===== src/urf_pkg.sv =====
package urf_pkg;
  localparam int URF_NFLAG = 7;
  localparam logic [7:0] URF_OFS_CTRL = 8'h04;
  localparam logic [7:0] URF_OFS_ADDR = 8'h08;
  localparam logic [7:0] URF_OFS_FLAGS = 8'h1C;
  localparam logic [7:0] URF_OFS_HOLD = 8'h20;
  localparam logic [7:0] URF_OFS_MASK = 8'h24;
  localparam logic [7:0] URF_OFS_FRAME = 8'h28;
  localparam logic [7:0] URF_OFS_PID = 8'h2C;
  localparam logic [7:0] URF_OFS_EP = 8'h30;
  localparam logic [7:0] URF_OFS_MARK = 8'h34;
  localparam int URF_F_TOKEN = 6;
  localparam int URF_F_SE0 = 5;
  localparam int URF_F_K = 4;
  localparam int URF_F_J = 3;
  localparam int URF_F_CRC = 2;
  localparam int URF_F_RXA = 1;
  localparam int URF_F_RXE = 0;
  localparam int URF_CTRL_DEC_BIT = 2;
  localparam int URF_EP_VALID_BIT = 4;
  localparam int URF_FRAME_HI = 10;
  localparam int URF_FRAME_LO_TOP = 7;
  localparam logic [4:0] URF_MARK_OR = 5'h10;
  localparam logic [6:0] URF_LEVEL_FLAGS = 7'h3B;
  localparam logic [1:0] URF_LS_SE0 = 2'h0;
  localparam logic [1:0] URF_LS_J = 2'h1;
  localparam logic [1:0] URF_LS_K = 2'h2;
  localparam logic [6:0] URF_RST_FLAGS = 7'h00;
  localparam logic [31:0] URF_RST_MASK = 32'h0000_0000;
  localparam logic [10:0] URF_RST_FRAME = 11'h000;
  localparam logic [15:0] URF_RST_MARK = 16'h0000;
  localparam logic [6:0] URF_RST_ADDR = 7'h00;
endpackage


===== src/urf_flag_monitor.sv =====
// Notes on behaviour
// - non-held flags clear on next packet
// - valid addressed token sets bit 6
// - line state sets bits 5, 4, 3
// - data crc16 failure sets bit 2
// - bits 1, 0 follow rxactive, rxerror
// - held flags stay until written one
// - non-held bits 5, 4, 3, 1, 0 overwritten by later changes
// - four masks OR flags onto ports
// - eleven-bit frame number loaded on sof, software read/write
// - last packet identifier captured, read only
// - last endpoint copied, bit 4 valid
// - marked endpoints ORed with 0x10 outward
// - seven-bit device address filters tokens
// - line decode only when control bit set
//
// Our own choice: register access over Wishbone.
`timescale 1ns/1ns
module urf_flag_monitor
  import urf_pkg::*;
(
  input wire logic clk_i,
  input wire logic rst_i,
  input wire logic wb_cyc_i,
  input wire logic wb_stb_i,
  input wire logic wb_we_i,
  input wire logic [7:0] wb_adr_i,
  input wire logic [3:0] wb_sel_i,
  input wire logic [31:0] wb_dat_i,
  output logic [31:0] wb_dat_o,
  output logic wb_ack_o,
  input wire logic [1:0] utmi_linestate_i,
  input wire logic utmi_rxactive_i,
  input wire logic utmi_rxerror_i,
  input wire logic pkt_start_i,
  input wire logic pid_valid_i,
  input wire logic [3:0] pid_i,
  input wire logic tok_i,
  input wire logic tok_crc5_ok_i,
  input wire logic tok_pid_ok_i,
  input wire logic [6:0] tok_addr_i,
  input wire logic [3:0] tok_ep_i,
  input wire logic data_crc16_fail_i,
  input wire logic sof_i,
  input wire logic [10:0] sof_frame_i,
  output logic flag_out_port_a_o,
  output logic flag_out_port_b_o,
  output logic flag_out_port_c_o,
  output logic flag_out_port_d_o,
  output logic [4:0] rx_ep_o,
  output logic rx_ep_valid_o
);

  typedef struct packed {
    logic [6:0] flags;
    logic [6:0] hold;
    logic [31:0] masks;
    logic [10:0] frame;
    logic [3:0] last_packet_id;
    logic [3:0] ep;
    logic ep_valid;
    logic [15:0] marking;
    logic line_state_decode_enable;
    logic [6:0] dev_addr;
    logic [3:0] s1;
    logic [3:0] s2;
    logic [3:0] s3;
    logic [3:0] filt;
    logic [3:0] port;
    logic ack;
    logic [31:0] rdat;
    logic [4:0] rx_ep;
    logic rx_v;
  } urf_state_s;

  urf_state_s r;
  urf_state_s n;

  function automatic logic [31:0] urf_merge(input logic [31:0] old, input logic [31:0] wd, input logic [3:0] sel);
    logic [31:0] m;
    m = {{8{sel[3]}}, {8{sel[2]}}, {8{sel[1]}}, {8{sel[0]}}};
    return (old & ~m) | (wd & m);
  endfunction

  logic req;
  logic wr;
  logic tok_ok;
  logic [6:0] ev;
  logic [6:0] clr;
  logic [3:0] port_n;
  logic mark_bit;
  logic [1:0] ls;
  logic [31:0] rd_word;
  logic [31:0] wr_word;

  assign req = wb_cyc_i & wb_stb_i;
  // writes land on the ack edge, when the master samples it
  assign wr = req & wb_we_i & r.ack;
  assign ls = r.filt[3:2];
  assign tok_ok = tok_i & tok_crc5_ok_i & tok_pid_ok_i & (tok_addr_i == r.dev_addr);
  assign mark_bit = r.marking[tok_ep_i];
  assign clr = (wr && wb_adr_i == URF_OFS_FLAGS && wb_sel_i[0]) ? wb_dat_i[6:0] : 7'h00;

  always_comb
  begin
    ev = 7'h00;
    ev[URF_F_TOKEN] = tok_ok;
    ev[URF_F_SE0] = r.line_state_decode_enable & (ls == URF_LS_SE0);
    ev[URF_F_K] = r.line_state_decode_enable & (ls == URF_LS_K);
    ev[URF_F_J] = r.line_state_decode_enable & (ls == URF_LS_J);
    ev[URF_F_CRC] = data_crc16_fail_i;
    ev[URF_F_RXA] = r.filt[1];
    ev[URF_F_RXE] = r.filt[0];
  end

  genvar g;
  generate
    for (g = 0; g < 4; g++)
    begin : g_port
      assign port_n[g] = |(r.flags & r.masks[g*8 +: URF_NFLAG]);
    end
  endgenerate

  always_comb
  begin
    n = r;
    n.ack = req & ~r.ack;
    n.rx_v = 1'b0;
    n.port = port_n;
    n.s1 = {utmi_linestate_i, utmi_rxactive_i, utmi_rxerror_i};
    n.s2 = r.s1;
    n.s3 = r.s2;
    for (int i = 0; i < 4; i++)
    begin
      if (r.s2[i] == r.s3[i])
      begin
        n.filt[i] = r.s2[i];
      end
    end
    for (int i = 0; i < URF_NFLAG; i++)
    begin
      // set wins over any clear in the same cycle
      if (ev[i])
      begin
        n.flags[i] = 1'b1;
      end
      else if (r.hold[i])
      begin
        n.flags[i] = r.flags[i] & ~clr[i];
      end
      else if (URF_LEVEL_FLAGS[i] || pkt_start_i || clr[i])
      begin
        n.flags[i] = 1'b0;
      end
    end
    if (pid_valid_i)
    begin
      n.last_packet_id = pid_i;
    end
    if (sof_i)
    begin
      n.frame = sof_frame_i;
    end
    if (tok_ok)
    begin
      n.ep = tok_ep_i;
      n.ep_valid = 1'b1;
      n.rx_ep = {1'b0, tok_ep_i} | (mark_bit ? URF_MARK_OR : 5'h00);
      n.rx_v = 1'b1;
    end
    if (wr)
    begin
      if (wb_adr_i == URF_OFS_CTRL)
      begin
        n.line_state_decode_enable = wr_word[URF_CTRL_DEC_BIT];
      end
      else if (wb_adr_i == URF_OFS_ADDR)
      begin
        n.dev_addr = wr_word[6:0];
      end
      else if (wb_adr_i == URF_OFS_HOLD)
      begin
        n.hold = wr_word[6:0];
      end
      else if (wb_adr_i == URF_OFS_MASK)
      begin
        n.masks = wr_word;
      end
      // software write beats a sof load in the same cycle
      else if (wb_adr_i == URF_OFS_FRAME)
      begin
        n.frame = wr_word[URF_FRAME_HI:0];
      end
      else if (wb_adr_i == URF_OFS_MARK)
      begin
        n.marking = wr_word[15:0];
      end
    end
    // read data sampled in the request cycle, zero outside the ack cycle
    n.rdat = (req & ~r.ack) ? rd_word : 32'h0000_0000;
  end

  // read mux, also the base of the byte-lane merge on writes
  always_comb
  begin
    rd_word = 32'h0000_0000;
    if (wb_adr_i == URF_OFS_CTRL)
    begin
      rd_word[URF_CTRL_DEC_BIT] = r.line_state_decode_enable;
    end
    else if (wb_adr_i == URF_OFS_ADDR)
    begin
      rd_word[6:0] = r.dev_addr;
    end
    else if (wb_adr_i == URF_OFS_FLAGS)
    begin
      rd_word[6:0] = r.flags;
    end
    else if (wb_adr_i == URF_OFS_HOLD)
    begin
      rd_word[6:0] = r.hold;
    end
    else if (wb_adr_i == URF_OFS_MASK)
    begin
      rd_word = r.masks;
    end
    else if (wb_adr_i == URF_OFS_FRAME)
    begin
      rd_word[URF_FRAME_HI:0] = r.frame;
    end
    else if (wb_adr_i == URF_OFS_PID)
    begin
      rd_word[3:0] = r.last_packet_id;
    end
    else if (wb_adr_i == URF_OFS_EP)
    begin
      rd_word[URF_EP_VALID_BIT:0] = {r.ep_valid, r.ep};
    end
    else if (wb_adr_i == URF_OFS_MARK)
    begin
      rd_word[15:0] = r.marking;
    end
  end

  assign wr_word = urf_merge(rd_word, wb_dat_i, wb_sel_i);

  always_ff @(posedge clk_i)
  begin
    if (rst_i)
    begin
      r <= '0;
      r.flags <= URF_RST_FLAGS;
      r.masks <= URF_RST_MASK;
      r.frame <= URF_RST_FRAME;
      r.marking <= URF_RST_MARK;
      r.dev_addr <= URF_RST_ADDR;
    end
    else
    begin
      r <= n;
    end
  end

  assign wb_ack_o = r.ack;
  assign wb_dat_o = r.rdat;
  assign flag_out_port_a_o = r.port[0];
  assign flag_out_port_b_o = r.port[1];
  assign flag_out_port_c_o = r.port[2];
  assign flag_out_port_d_o = r.port[3];
  assign rx_ep_o = r.rx_ep;
  assign rx_ep_valid_o = r.rx_v;
endmodule // urf_flag_monitor


===== config.mk =====
export PLATFORM = sky130hd
export DESIGN_NAME = urf_flag_monitor
export DESIGN_NICKNAME = d
export VERILOG_FILES = /design/src/urf_pkg.sv /design/src/urf_flag_monitor.sv
export SDC_FILE = /design/constraint.sdc
export NUM_CORES = 1
export LEC_CHECK = 0
export BUFFER_PORTS_ARGS = -buffer_cell sky130_fd_sc_hd__buf_2
export CORE_MARGIN = 4
export CORE_UTILIZATION = 37
export CTS_BUF_LIST = sky130_fd_sc_hd__clkbuf_8 sky130_fd_sc_hd__clkbuf_16
export DETAILED_ROUTE_END_ITERATION = 16
export PLACE_DENSITY = 0.57
export SYNTH_ARGS = -nofsm -noshare
export SYNTH_HDL_FRONTEND = slang
export SYNTH_SLANG_ARGS = --single-unit
export TNS_END_PERCENT = 10

===== constraint.sdc =====
create_clock -name clk_i -period 1.9 [get_ports clk_i]
set_clock_uncertainty 0.05 [all_clocks]
set_input_delay 0.38 -clock clk_i [delete_from_list [all_inputs] [get_ports clk_i]]
set_output_delay 0.38 -clock clk_i [all_outputs]
set_load 0.03 [all_outputs]

==> results of run 1 <==
report_power, final:
| part | switching, mW | internal, mW |
|---|---|---|
| sequential | 0.0189 | 3.07 |
| combinational | 0.285 | 0.235 |
| clock | 1.39 | 1.76 |
kinds of logic after synthesis:
| group | share of synthesized area |
|---|---|
| buf+inv | 0.07824 |
| xor+xnor | 0.009106 |
| flops | 0.4311 |
| simple gates | 0.2271 |
| compound gates | 0.1773 |
| mux | 0.07712 |
sequential cells by signal, summed over array words and instances, names as in the netlist:
| signal | count |
|---|---|
| flag_out_port_a_o | 1 |
| r | 93 |
| rx_ep_o | 2 |
| wb_ack_o | 1 |
| flag_out_port_c_o | 1 |
| flag_out_port_d_o | 1 |
| n | 8 |
| flag_out_port_b_o | 1 |
| ls | 2 |
| wb_dat_o | 32 |
| ev | 2 |
| rx_ep_valid_o | 1 |
per-layer routing:
layer | part of all wire | track usage | routed length [um] | vias to the layer above
met4 | 0.029 | 0.07854 | 617 | 0
li1 | - | - | - | 3027
met2 | 0.45 | 0.3123 | 9510 | 212
met1 | 0.46 | 0.2992 | 9853 | 2827
met5 | 0 | 0 | 0 | -
met3 | 0.064 | 0.04454 | 1356 | 40
what timing repair did:
item                       4_1_cts  5_1_grt
pin swaps                        0        3
resized for setup                1       18
gates cloned                     0        0
setup endpoints to repair        1       32
worst max-delay path by stage:
stage / start / to / slack [ns] / cells past startpoint
6_report: wb_adr_i[2] / r[105] / 0.06 / 8
3_5_place_dp: wb_adr_i[2] / r[140] / -0.46 / 10
2_1_floorplan: wb_adr_i[0] / r[142] / -0.07 / 8
4_1_cts: wb_adr_i[2] / r[141] / 0.04 / 10
3_3_place_gp: wb_adr_i[7] / r[93] / -0.43 / 10
5_1_grt: wb_adr_i[2] / r[108] / -0.007 / 9
cell type report:
cell class	count	area share
flip-flops and latches	145	0.3344
well taps	229	0.03301
inverters	11	0.004757
clock inverters	13	0.01182
repair buffers	236	0.1723
clock buffers	19	0.05218
multi-input cells	527	0.3915
placed cells by master (no fill, tap or decap), types with 7 or more instances in the layout:
cell / netlist / routed
mux2i_1: 35 / 35
dfxtp_1: 145 / 145
nor2_1: 67 / 65
xor2_1: 7 / 7
clkbuf_16: 0 / 17
buf_4: 39 / 105
o21ai_0: 17 / 14
nand2_1: 99 / 97
and2_1: 21 / 20
buf_2: 16 / 127
inv_1: 11 / 11
a211oi_1: 22 / 20
a21oi_1: 52 / 50
nand3_1: 18 / 18
o21bai_1: 9 / 9
a31oi_1: 25 / 24
a22o_1: 7 / 7
nor2b_1: 24 / 24
a22oi_1: 8 / 8
==> out/metrics.yaml, run 1 <==
worst_hold_path:
  min-delay-start: "utmi_rxerror_i"
  min_path_type: "in2reg"
  holdPathEnd: "n[51]"
  holdPathStages: 2
placed_design:
  place_inst: 1148
  place_hpwl_um: 16130
  portBuffers: 128
  gp_congestion: 0.9674
  place_area_um2: 8040
  pre_cts_ws_ns: -0.4630
critical_path:
  critical_path.top_delay_family: "simple AND/OR/NAND/NOR gates"
  cpPeakStageDelay_ns: 0.62
  worstSetupPathType: "in2reg"
  cp_cell_sequence: "buf_2, buf_4, or4b_4, o21ai_0, a211oi_1, a31oi_2, buf_4, o21ai_0"
  cp.required_ns: 2.15
  worst-r2r-cell-count: 7
  endpoint_kind: "flop"
  critPathMaxFanout: 19
  cp-start-kind: "input port"
  worstPathArrival_ns: 2.09
  worstReg2RegEnd: "r[92]"
  crit_buf_inv: 3
  crit_slowest_cell: "or4b_4"
  r2r-start: "r[67]"
  reg2reg_slack_ns: 0.16
power_and_ir_drop:
  leakage_nw: 3.622
  ir_drop_uv: 670.6
  power_density_nw_per_um2: 779.1
  p_total_mw: 6.762
cts:
  clock_latency_ns: 0.43
  cts_root_buffer: "clkbuf_16"
  post_cts_buffers: 0
  h-tree-depth: 4
  cts_tree: "done"
  postCtsHoldBufs: 0
  clock_tree.buffer_depth: 2
  clkSinkCount: 145
  numCtsBuffers: 17
  path_clk_slew_ns: 0.06
timing:
  maxSlewHeadroom: 0.6855
  tns_ns: 0
  fmaxAchievable_mhz: 544.2
  holdWs_ns: 0.1101
  tightest_slew_ns: 0.4717
  finalCritPeriodShare: 0.9671
  slew_viol_final: 0
  min_period_ns: 1.837
  hold_viol: 0
  rsz0062_at_grt: "true"
  setup_viol: 0
  final.setup.worst_slack_ns: 0.06253
grt:
  gr-total-overflow: 0
  grt_pass1_vias: 5915
  grt_pass1_wl_um: 33010
  antenna_found_initial: 0
  grt_max_degree: 98
  track_usage: 0.2100
floorplanning:
  dieWidth_um: 142.9
  num_rows: 49
  floorplan.initialDensity: 0.3761
  coreArea_um2: 17900
  io_pins: 129
  die_y_um: 142.9
  dieArea_um2: 20420
logic_synthesis:
  synth_area_leaders: "dfxtp_1 43%, nand2_1 5.5%, mux2i_1 5.2%"
  synth_area_um2: 6733
  synthArstFlopShare: 0
  synth.net_count: 848
  synth-seq-area-share: 0.4311
  synthDistinctLibCells: 67
  synth.most_common_cell: "dfxtp_1"
  yosysTopAreaCell: "dfxtp_1"
  synth-seq-cells: 145
  ys_warn_count: 0
  synthTopCellsByCount: "145 x dfxtp_1, 99 x nand2_1, 67 x nor2_1"
  syn_avg_cell_area_um2: 8.836
  ys.flop_type: "dfxtp_1"
  synth_top_area_frac: 0.4311
  netlist_instances: 762
  synth_edf_count: 0
layout:
  multi_input_area_um2: 3398
  area.growth.synth_to_final_pct: 28.92
  final_area_um2: 8680
  layout-drive-gt1-share: 0.3407
  n_fill_cell: 1765
  final_cells: 1180
  utilization: 0.4848
  diodes: 0
  nets: 1024
  seqCellArea_um2: 2903
route:
  viasPerCell: 5.175
  drc_errors: 0
  num_vias: 6106
  wl_per_cell_um: 18.08
  drtAntennaViolNets: 0
  dr.first_iter.drc_count: 465
  wl_um: 21340
  dr.pass1.iters: 7
status:
  outcome: "finished, final reports clean"
flow_run:
  cap_violations: 0
Power figures use the tool's default switching activity.
==> run 2: changes to the inputs <==
- ABC_AREA: not set -> 1
==> out/metrics.yaml, run 2 <==
status:
  outcome: "finished, final reports clean"
logic_synthesis:
  synth-seq-cells: 145
  synth_edf_count: 0
  netlist_instances: 955
  synthTopCellsByCount: "162 x nand2_1, 145 x dfxtp_1, 113 x inv_1"
  synth.net_count: 1041
  yosysTopAreaCell: "dfxtp_1"
  synth_area_um2: 6885
  syn_avg_cell_area_um2: 7.210
  ys_warn_count: 0
  ys.flop_type: "dfxtp_1"
  synth_area_leaders: "dfxtp_1 42%, nand2_1 8.8%, a21oi_1 6.8%"
  synth.most_common_cell: "nand2_1"
  synthDistinctLibCells: 45
  synthArstFlopShare: 0
  synth-seq-area-share: 0.4216
  synth_top_area_frac: 0.4216
timing:
  fmaxAchievable_mhz: 547.0
  slew_viol_final: 0
  maxSlewHeadroom: 0.5371
  setup_viol: 0
  hold_viol: 0
  rsz0062_at_grt: "true"
  finalCritPeriodShare: 0.9622
  min_period_ns: 1.828
  tightest_slew_ns: 0.6936
  tns_ns: 0
power_and_ir_drop:
  pwr-share-clk: 0.498
  leakage_nw: 3.914
  pwr-share-comb: 0.060
  power_frac_seq: 0.442
  ir_drop_uv: 594.7
  p_int_mw: 5.372
  swShare: 0.2322
  power_density_nw_per_um2: 819.7
  p_sw_mw: 1.624
layout:
  final_common_cell: "nand2_1"
  diodes: 0
  most-common-layout-cells: "160 x nand2_1, 145 x dfxtp_1, 128 x buf_2"
  largest_reg_flops: 93
  final_cells: 1334
  final_area_um2: 8536
  top_register: "r"
  area.growth.synth_to_final_pct: 23.97
  layout-drive-gt1-share: 0.2579
  utilization: 0.4704
  nets: 1179
  n_fill_cell: 1869
grt:
  grt_pass1_vias: 6186
  track_usage: 0.2003
  grt_max_degree: 66
  antenna_found_initial: 0
  use_met2: 0.3143
  gr-total-overflow: 0
  grt_pass1_wl_um: 32350
  grt_util_met1: 0.2682
  grt_use_met3: 0.04762
  grt.busiest_layer: "met2"
floorplanning:
  dieWidth_um: 144.4
  dieArea_um2: 20860
  io_pins: 129
  num_rows: 49
  coreArea_um2: 18150
  die_y_um: 144.4
  floorplan.initialDensity: 0.3794
cts:
  numCtsBuffers: 17
  clkSinkCount: 145
  cts_tree: "done"
  h-tree-depth: 4
  post_cts_buffers: 0
  postCtsHoldBufs: 0
  cts_root_buffer: "clkbuf_16"
  clock_latency_ns: 0.42
  clock_tree.buffer_depth: 2
  path_clk_slew_ns: 0.06
route:
  drc_errors: 0
  num_vias: 6661
  wl_um: 20890
  drtAntennaViolNets: 0
  wl_per_cell_um: 15.66
  viasPerCell: 4.993
  dr.pass1.iters: 5
  dr.first_iter.drc_count: 468
critical_path:
  critPathMaxFanout: 15
  cp-start-kind: "flop"
  worstSetupPathType: "reg2reg"
  worstReg2RegEnd: "r[74]"
  worstPathArrival_ns: 2.14
  startpoint: "wb_ack_o"
  cp.required_ns: 2.21
  reg2reg_slack_ns: 0.07
  r2r-start: "wb_ack_o"
  worst-r2r-cell-count: 6
  endpoint_kind: "flop"
placed_design:
  place_area_um2: 7883
  place_inst: 1302
  portBuffers: 128
  gp_congestion: 0.9201
  place_hpwl_um: 15160
worst_hold_path:
  holdPathStages: 3
  min-delay-start: "utmi_linestate_i[1]"
  holdPathEnd: "n[54]"
  min_path_type: "in2reg"
flow_run:
  cap_violations: 0
## run 2: cell count changes in the layout (fill, tap and decap cells not counted), moves of 18 or more
cell     delta
a21oi_1    +40
nand2_1    +63
a31oi_1    -18
and2_1     -20
o21ai_0    +33
inv_1     +103
nor2b_1    -24
nand3_1    +60
mux2i_1    -31
inv_2      +19
buf_4      -43
o21ai_1    +33
## run 2: critical path: stages (launching register included)
cell and delay, ns:
dfxtp_1 0.33, nand4_1 0.21, nor2_4 0.19, nand3_4 0.12, nor2_2 0.58, o21ai_0 0.15, a21oi_1 0.13
## run 2: what timing repair did
action | in CTS | in global routing
cloned | 0 | 1
endpoints found under the setup margin | 21 | 21
pin swaps | 0 | 2
resized for setup | 2 | 8
## run 2: power groups by stage
stage,Clock [mW],Sequential (mW),Combinational (mW)
2_1_floorplan,0,3.15,0.210
3_3_place_gp,0,3.16,0.416
3_5_place_dp,0,3.16,0.415
4_1_cts,3.54,3.09,0.416
5_1_grt,3.69,3.09,0.469
6_report,3.48,3.09,0.420
## run 2: worst max-delay path by stage
stage                  end  slack [ns]  cells past startpoint
detailed placement   r[67]       -0.47                      7
finish               r[74]        0.07                      6
floorplan           r[126]        0.13                      8
global placement     r[71]       -0.43                      9
global route        r[128]       -0.03                      8
CTS                  r[69]        0.04                      8
## run 2: cell families (layout without fill, tap and decap cells)
| kind of cell | Yosys count | after routing | synth area share |
|---|---|---|---|
| buffers and inverters | 212 | 361 | 0.1412 |
| XOR/XNOR | 4 | 4 | 0.005088 |
| multiplexers | 4 | 4 | 0.005815 |
| flip-flops | 145 | 145 | 0.4216 |
| AO/OA/AOI/OAI | 223 | 223 | 0.1804 |
| AND/OR/NAND/NOR | 367 | 368 | 0.2459 |
## run 2: layout make-up
type	count	area, um^2	share of cell area
timing repair buffer	193	1166	0.1366
clock buffer	19	452.9	0.05306
tap	229	286.5	0.03357
multi-input combinational	599	3055	0.3580
sequential	145	2903	0.3401
clock inverter	12	155.1	0.01818
inverter	137	516.7	0.06054
## run 2: through the flow
step,hold slack [ns],total power [mW],setup slack (ns)
floorplan,0.3383,3.365,0.1291
global placement,0.3392,3.574,-0.4264
detailed placement,0.3434,3.574,-0.4685
CTS,0.09188,7.048,0.03869
global route,0.09837,7.255,-0.03390
finish,0.1054,6.996,0.07173
## run 2: per-layer routing
metal  vias up  share of wire  wire, um
li1       3359              -         -
met5         -              0         0
met2       238           0.45      9403
met3        39          0.076      1581
met4         0          0.024       497
met1      3025           0.45      9411
